$ cat src/design/ipf_pkg.sv
// ipf_pkg: constants for the interrupt priority field bank.
// assumes a 32-bit apb slave, word-aligned registers in 12-bit space.
package ipf_pkg;

  // ==========================================================
  // sizes
  localparam int NSRC = 24;
  localparam int NREG = 9;
  localparam int PW = 3;
  localparam int IDW = 5;

  typedef logic [PW-1:0] ipf_prio_t;

  // ==========================================================
  // field values
  localparam ipf_prio_t PRIO_RST = 3'h4;
  localparam ipf_prio_t PRIO_OFF = 3'h0;

  // ==========================================================
  // register offsets (byte addresses)
  localparam logic [11:0] REG_OFF [NREG] = '{
    12'h000, 12'h004, 12'h008, 12'h00c, 12'h010,
    12'h014, 12'h018, 12'h01c, 12'h028};
  localparam logic [11:0] EN_OFF = 12'h040;
  localparam logic [11:0] FLAG_OFF = 12'h044;
  localparam logic [11:0] STAT_OFF = 12'h048;

  // ==========================================================
  // status register layout
  localparam int STAT_UNACK_BIT = 15;
  localparam int STAT_PRIO_LSB = 8;
  localparam int STAT_ID_LSB = 0;

  // ==========================================================
  // source indices, also their fixed tie-break order
  localparam int TIMER_ONE_PRIO = 0;
  localparam int CAPCOMP2_EVENT_PRIO = 1;
  localparam int EXT_IRQ0_PRIO = 3;
  localparam int CAPCOMP4_EVENT_PRIO = 5;
  localparam int NONVOLATILE_PRIO = 9;
  localparam int CAPCOMP3_TIMER_PRIO = 18;
  localparam int CAPCOMP5_TIMER_PRIO = 23;

  // register slot holding each source's field
  localparam logic [3:0] SRC_REG [NSRC] = '{
    4'h0, 4'h0, 4'h0, 4'h0,
    4'h1, 4'h1, 4'h1,
    4'h2, 4'h2,
    4'h3, 4'h3, 4'h3,
    4'h4, 4'h4, 4'h4, 4'h4,
    4'h5, 4'h5,
    4'h6,
    4'h7, 4'h7, 4'h7, 4'h7,
    4'h8};
  // low bit of each source's field
  localparam logic [3:0] SRC_LSB [NSRC] = '{
    4'hc, 4'h8, 4'h4, 4'h0,
    4'hc, 4'h8, 4'h4,
    4'hc, 4'h0,
    4'hc, 4'h4, 4'h0,
    4'hc, 4'h8, 4'h4, 4'h0,
    4'h8, 4'h0,
    4'hc,
    4'hc, 4'h8, 4'h4, 4'h0,
    4'h4};

endpackage : ipf_pkg

$ cat src/design/ipf_bank.sv
// ipf_bank: per-source priority fields, enables, pending flags and
// the arbiter that offers the strongest pending source to the cpu.
// assumes apb master on CLK_IN; source requests are same-clock logic.
//
// Contract
// - 3-bit field, 111 is level 7
// - codes map linearly, 001 lowest live
// - field 000 disables the source
// - unused bits read zero, writes ignored
// - every field resets to 100
// - register 0 field layout
// - register 1 field layout
// - register 2 field layout
// - register 3 field layout
// - register 4 field layout
// - register 5 field layout
// - register 6 field layout
// - register 7 field layout
// - register 10 field layout
// - per-source enable bit gates requests
// - pending waits, flagged, until above cpu
`timescale 1ns/1ps
`default_nettype none

module ipf_bank
  import ipf_pkg::*;
(
  input wire logic CLK_IN,
  input wire logic RST_B_IN,
  input wire logic PSEL_IN,
  input wire logic PENABLE_IN,
  input wire logic PWRITE_IN,
  input wire logic [11:0] PADDR_IN,
  input wire logic [31:0] PWDATA_IN,
  input wire logic [3:0] PSTRB_IN,
  output logic [31:0] PRDATA_OUT,
  output logic PREADY_OUT,
  output logic PSLVERR_OUT,
  input wire logic [NSRC-1:0] SRC_REQ_IN,
  input wire logic [3:0] CPU_LEVEL_IN,
  input wire logic CPU_ACK_IN,
  output logic IRQ_REQ_OUT,
  output logic [IDW-1:0] IRQ_ID_OUT,
  output logic [PW-1:0] IRQ_PRIO_OUT,
  output logic UNACKED_OUT
);

  // ==========================================================
  // state
  typedef struct packed {
    ipf_prio_t [NSRC-1:0] prio;
    logic [NSRC-1:0] en;
    logic [NSRC-1:0] flag;
    logic [31:0] rdata;
    logic slverr;
    logic irq;
    logic unacked;
    logic [IDW-1:0] id;
    ipf_prio_t wprio;
  } ipf_state_t;

  localparam ipf_state_t ST_RST = '{
    prio: {NSRC{PRIO_RST}},
    en: '0,
    flag: '0,
    rdata: '0,
    slverr: 1'b0,
    irq: 1'b0,
    unacked: 1'b0,
    id: '0,
    wprio: PRIO_OFF};

  ipf_state_t s_q;
  ipf_state_t s_d;

  // ==========================================================
  // next state
  always_comb begin
    logic setup;
    logic wr;
    logic hit;
    logic err;
    logic [3:0] slot;
    logic [31:0] rd;
    logic [NSRC-1:0] clr;
    ipf_prio_t best_p;
    logic [IDW-1:0] best_i;
    setup = 1'b0;
    wr = 1'b0;
    hit = 1'b0;
    err = 1'b0;
    slot = 4'h0;
    rd = 32'h0;
    clr = '0;
    best_p = PRIO_OFF;
    best_i = '0;
    s_d = s_q;
    setup = PSEL_IN && !PENABLE_IN;
    wr = PSEL_IN && PENABLE_IN && PWRITE_IN;

    for (int r = 0; r < NREG; r++) begin
      if (PADDR_IN == REG_OFF[r]) begin
        hit = 1'b1;
        slot = 4'(r);
      end
    end

    // read mux; bits with no field stay zero
    if (hit) begin
      for (int k = 0; k < NSRC; k++) begin
        if (SRC_REG[k] == slot) begin
          rd[SRC_LSB[k] +: PW] = s_q.prio[k];
        end
      end
    end else if (PADDR_IN == EN_OFF) begin
      rd[NSRC-1:0] = s_q.en;
    end else if (PADDR_IN == FLAG_OFF) begin
      rd[NSRC-1:0] = s_q.flag;
    end else if (PADDR_IN == STAT_OFF) begin
      rd[STAT_UNACK_BIT] = s_q.unacked;
      rd[STAT_PRIO_LSB +: PW] = s_q.wprio;
      rd[STAT_ID_LSB +: IDW] = s_q.id;
    end else begin
      err = 1'b1;
    end

    // answer is prepared in setup so read data leaves a flop
    if (setup) begin
      s_d.rdata = PWRITE_IN ? 32'h0 : rd;
      s_d.slverr = err;
    end

    // writes land in the access phase, per byte lane
    if (wr && hit) begin
      for (int k = 0; k < NSRC; k++) begin
        if (SRC_REG[k] == slot && PSTRB_IN[SRC_LSB[k] / 8]) begin
          s_d.prio[k] = PWDATA_IN[SRC_LSB[k] +: PW];
        end
      end
    end else if (wr && PADDR_IN == EN_OFF) begin
      for (int k = 0; k < NSRC; k++) begin
        if (PSTRB_IN[k / 8]) begin
          s_d.en[k] = PWDATA_IN[k];
        end
      end
    end else if (wr && PADDR_IN == FLAG_OFF) begin
      for (int k = 0; k < NSRC; k++) begin
        clr[k] = PWDATA_IN[k] && PSTRB_IN[k / 8];
      end
    end

    // cpu taking the offered source retires its flag
    if (CPU_ACK_IN && s_q.irq) begin
      clr[s_q.id] = 1'b1;
    end
    // a new request in the clearing cycle is kept
    s_d.flag = (s_q.flag & ~clr) | SRC_REQ_IN;

    // strict compare keeps the lower index on ties
    for (int k = 0; k < NSRC; k++) begin
      if (s_q.flag[k] && s_q.en[k] && s_q.prio[k] > best_p) begin
        best_p = s_q.prio[k];
        best_i = IDW'(k);
      end
    end
    s_d.wprio = best_p;
    s_d.id = best_i;
    // only a level above the cpu's is passed on
    s_d.irq = (best_p != PRIO_OFF) && ({1'b0, best_p} > CPU_LEVEL_IN);
    s_d.unacked = (best_p != PRIO_OFF) && !({1'b0, best_p} > CPU_LEVEL_IN);
  end

  // ==========================================================
  // registers
  always_ff @(posedge CLK_IN or negedge RST_B_IN) begin
    if (!RST_B_IN) begin
      s_q <= ST_RST;
    end else begin
      s_q <= s_d;
    end
  end

  // ==========================================================
  // outputs
  // zero-wait slave: every access phase completes at once
  assign PREADY_OUT = PSEL_IN && PENABLE_IN;
  assign PRDATA_OUT = s_q.rdata;
  assign PSLVERR_OUT = s_q.slverr && PSEL_IN && PENABLE_IN;
  assign IRQ_REQ_OUT = s_q.irq;
  assign IRQ_ID_OUT = s_q.id;
  assign IRQ_PRIO_OUT = s_q.wprio;
  assign UNACKED_OUT = s_q.unacked;
endmodule : ipf_bank

`default_nettype wire

$ cat config.mk
export PLATFORM = sky130hd
export DESIGN_NAME = ipf_bank
export DESIGN_NICKNAME = d
export VERILOG_FILES = /design/src/design/ipf_pkg.sv /design/src/design/ipf_bank.sv
export SDC_FILE = /design/constraint.sdc
export NUM_CORES = 1
export LEC_CHECK = 0
export BUFFER_PORTS_ARGS = -buffer_cell sky130_fd_sc_hd__buf_2
export CORE_MARGIN = 4
export CORE_UTILIZATION = 54
export CTS_CLUSTER_SIZE = 25
export DETAILED_ROUTE_END_ITERATION = 8
export PLACE_DENSITY = 0.78
export SETUP_SLACK_MARGIN = 0.5
export SYNTH_ARGS = -nofsm -noshare
export SYNTH_HDL_FRONTEND = slang
export SYNTH_SLANG_ARGS = --single-unit
$ cat constraint.sdc
create_clock -name CLK_IN -period 32.3 [get_ports CLK_IN]
set_input_delay 3.23 -clock CLK_IN [delete_from_list [all_inputs] [get_ports CLK_IN]]
set_output_delay 3.23 -clock CLK_IN [all_outputs]
set_load 0.01 [all_outputs]
==> impl_metrics.env <==
export IMPL_ant_nets=0
export IMPL_drt_total_wl_um=43800
export IMPL_swShare=0.243
export IMPL_grt_start_max_net_pins=82
export IMPL_yosysSeqAreaShare=0.351
export IMPL_grt_util_all_layers=0.345
export IMPL_worst_slew_pin_slew_ns=1.18
export IMPL_overflow=0
export IMPL_crit_fanout=5
export IMPL_fillers=1446
export IMPL_wl_per_cell_um=25.0
export IMPL_clkTransAtPathRegs_ns=0.07
export IMPL_dp_hpwl_um=28400
export IMPL_setup_violations=0
export IMPL_status="finished, violations left"
export IMPL_switchingPower_uw=102
export IMPL_slew_headroom=0.212
export IMPL_cpLargestDelayFamily="compound AO/OA/AOI/OAI gates"
export IMPL_synthCells=1243
export IMPL_min_to="PRDATA_OUT[17]"
export IMPL_num_vias=12100
export IMPL_antenna_cells=0
export IMPL_syn2layout_area_growth_pct=28.5
export IMPL_min_period_over_period=0.996
export IMPL_synth_ff_type="dfrtp_1"
export IMPL_required_ns=32.62
export IMPL_vias_per_cell=6.90
export IMPL_failed_checks="DRC"
export IMPL_hold_viol_final=0
export IMPL_synth_edf_count=0
export IMPL_clockBufferDepth=2
export IMPL_cts_root_buffer="clkbuf_16"
export IMPL_crit_arrival_ns=32.51
export IMPL_min_period_ns=32.18
export IMPL_routabilityCongestion=0.967
export IMPL_min_from="PRDATA_OUT[17]"
export IMPL_cp_end_kind="register"
export IMPL_syn_area_um2=11100
export IMPL_drc=2
export IMPL_skew_ns=0.00867
export IMPL_worst_path_buf_inv=7
export IMPL_port_buffers=108
export IMPL_dieArea_um2=23000
export IMPL_nNetsFinal=1578
export IMPL_dp_cells=1638
export IMPL_multiInputGateArea_um2=7440
export IMPL_cpPeakStageDelay_ns=0.56
export IMPL_grt_pass1_vias=10900
export IMPL_synth_warnings=0
export IMPL_peakVddDrop_v=0.0000357
export IMPL_r2r_slack_ns=0.12
export IMPL_start_util=0.550
export IMPL_worstSkewPairLatency_ns=0.44
export IMPL_grt_pass1_wl_um=60500
export IMPL_path_class="reg2reg"
export IMPL_worstSetupStartpointType="register"
export IMPL_layout_drive_gt1_share=0.423
export IMPL_hold_path_class="reg2reg"
export IMPL_cap_violations=0
export IMPL_finalPower_uw=420
export IMPL_synth_cell_types=105
export IMPL_die_h_um=152
export IMPL_final_cells=1749
export IMPL_dr_pass1_iters=9
export IMPL_die_w_um=152
export IMPL_htree_levels=4
export IMPL_seq_power_share=0.463
export IMPL_cts_tree="done"
export IMPL_r2r_start="s_q[93]"
export IMPL_area_sequential_um2=3910
export IMPL_rsz0062_at_grt="yes"
export IMPL_synth_seq_cells=155
export IMPL_fp_row_count=52
export IMPL_cts_buffers_inserted=17
export IMPL_r2r_cells=169
export IMPL_ys_async_sr_fraction=1.00
export IMPL_slew_violations=0
export IMPL_cpMostUsedCell="nor2_4"
export IMPL_core_region_area_um2=20200
export IMPL_hold_depth=2
export IMPL_hold_buffers=0
export IMPL_syn_avg_cell_area_um2=8.95
export IMPL_drtIter0Drc=1788
export IMPL_critPathSlowestCell="dfstp_2"
export IMPL_fmax_ghz=0.0311
export IMPL_p_clk_frac=0.490
export IMPL_p_leak_nw=6.52
export IMPL_io_pins=126
export IMPL_numClockSinks=155
export IMPL_p_comb_frac=0.047
export IMPL_grt_antenna_before_repair=0
export IMPL_r2r_end="IRQ_REQ_OUT"
export IMPL_cellPowerDensity_nw_per_um2=29.4
export IMPL_p_int_uw=318
## Yosys cell counts, types with 3 or more instances
cell type,n,area share
a2111oi_0,3,0.0024
a211oi_1,9,0.0061
a21o_1,6,0.0040
a21oi_1,64,0.029
a21oi_2,3,0.0024
a221oi_1,11,0.0087
a222oi_1,13,0.012
a22o_1,9,0.0071
a22oi_1,4,0.0027
a31o_2,22,0.017
a31oi_1,11,0.0062
a31oi_2,3,0.0034
and2_1,29,0.016
and3_1,23,0.013
buf_4,40,0.027
clkbuf_1,31,0.010
dfrtp_1,131,0.29
dfstp_2,24,0.057
ha_1,29,0.033
inv_1,55,0.019
maj3_1,7,0.0063
mux2_2,96,0.097
mux2i_1,18,0.016
nand2_1,152,0.051
nand2b_1,8,0.0045
nand3_1,47,0.021
nand4_1,9,0.0051
nor2_1,101,0.034
nor2b_1,12,0.0067
nor3_1,18,0.0081
nor3b_1,9,0.0061
nor4_1,6,0.0034
o2111ai_1,5,0.0039
o211a_1,8,0.0072
o211ai_1,10,0.0067
o21a_1,4,0.0027
o21ai_0,65,0.029
o21ai_1,5,0.0022
o21bai_1,5,0.0034
o221ai_1,14,0.011
o22ai_1,10,0.0056
o31a_1,3,0.0024
o31ai_1,12,0.0081
or2_2,16,0.0090
or3_1,9,0.0051
## layer usage
layer / wire (um) / global-route usage / share of wire / vias up
li1: - / - / - / 5039
met1: 16000 / 0.461 / 0.37 / 5697
met2: 18600 / 0.519 / 0.43 / 1047
met3: 5880 / 0.0833 / 0.13 / 279
met4: 3190 / 0.183 / 0.073 / 2
met5: 52 / 0 / 0.0012 / -
## area by class of cell
cell class,count,share of cell area
Sequential cell,155,0.273
Inverter,55,0.0144
Clock buffer,21,0.0322
Multi-Input combinational cell,966,0.520
Timing Repair Buffer,272,0.128
Tap cell,270,0.0236
Clock inverter,10,0.00805
## metrics by stage
step / utilization / hold slack (ns) / setup slack (ns) / setup TNS [ns] / cell area [um2]
floorplan: - / 0.436 / 0.511 / 0 / 11200
global placement: 0.604 / 0.459 / -0.478 / -0.932 / 12200
detailed placement: 0.604 / 0.466 / -0.858 / -1.80 / 12200
CTS: 0.657 / 0.480 / 0.515 / 0 / 13300
global route: 0.707 / 0.503 / -0.771 / -1.44 / 14300
finish: 0.707 / 0.474 / 0.118 / 0 / 14300
## registers in the layout, indices dropped and copies added, names as in the netlist
name and flops:
s_q 121, IRQ_ID_OUT 5, IRQ_REQ_OUT 1, UNACKED_OUT 1
PRDATA_OUT 24, IRQ_PRIO_OUT 3
## how the worst max path moves through the flow
stage | endpoint | depth (start not counted) | startpoint | slack [ns]
finish | IRQ_REQ_OUT | 169 | s_q[93] | 0.12
global placement | UNACKED_OUT | 170 | s_q[67] | -0.48
global route | IRQ_REQ_OUT | 170 | s_q[93] | -0.77
CTS | IRQ_REQ_OUT | 164 | s_q[43] | 0.52
floorplan | UNACKED_OUT | 171 | s_q[93] | 0.51
detailed placement | UNACKED_OUT | 167 | s_q[67] | -0.86
## worst reg2reg max path, delay by kind of cell, from the launching register on
kind | cells | cell delay (ns)
AOI/OAI and AO/OA | 61 | 11.00
adders and majority gates | 28 | 8.01
buffers and inverters | 7 | 1.04
DFF | 1 | 0.56
muxes | 10 | 2.90
and+or+nand+nor | 63 | 8.60
## placed cells by master, fill, tap and decap left out, types with 23 or more instances in the layout
| master | instances |
|---|---|
| buf_4 | 151 |
| nand2_1 | 145 |
| dfrtp_1 | 130 |
| buf_2 | 107 |
| mux2_2 | 88 |
| nor2_1 | 73 |
| a21oi_1 | 58 |
| inv_1 | 55 |
| o21ai_0 | 50 |
| nand3_1 | 38 |
| dfstp_2 | 24 |
| and3_1 | 23 |
| and2_1 | 23 |
## power by group through the flow
stage / Combinational (mW) / Clock (mW) / Sequential [mW]
floorplan: 0.00552 / 0 / 0.198
global placement: 0.0183 / 0 / 0.198
detailed placement: 0.0185 / 0 / 0.198
CTS: 0.0187 / 0.203 / 0.195
global route: 0.0212 / 0.211 / 0.195
finish: 0.0197 / 0.206 / 0.195
## kinds of logic after synthesis
| family | Yosys count | synth area share |
|---|---|---|
| AND/OR/NAND/NOR | 463 | 0.205 |
| buffers and inverters | 129 | 0.0578 |
| adder cells (fa/ha/maj) | 37 | 0.0399 |
| multiplexers | 116 | 0.116 |
| other | 1 | 0.000337 |
| AO/OA/AOI/OAI | 342 | 0.230 |
| flip-flops | 155 | 0.351 |
## what timing repair did
item / CTS / global route
pin swaps: 27 / 104
endpoints found under the setup margin: 10 / 10
endpoints found under the hold margin: 0 / 0
buffers inserted: 40 / 40
gates resized for setup: 55 / 146
Power figures use the tool's default switching activity.
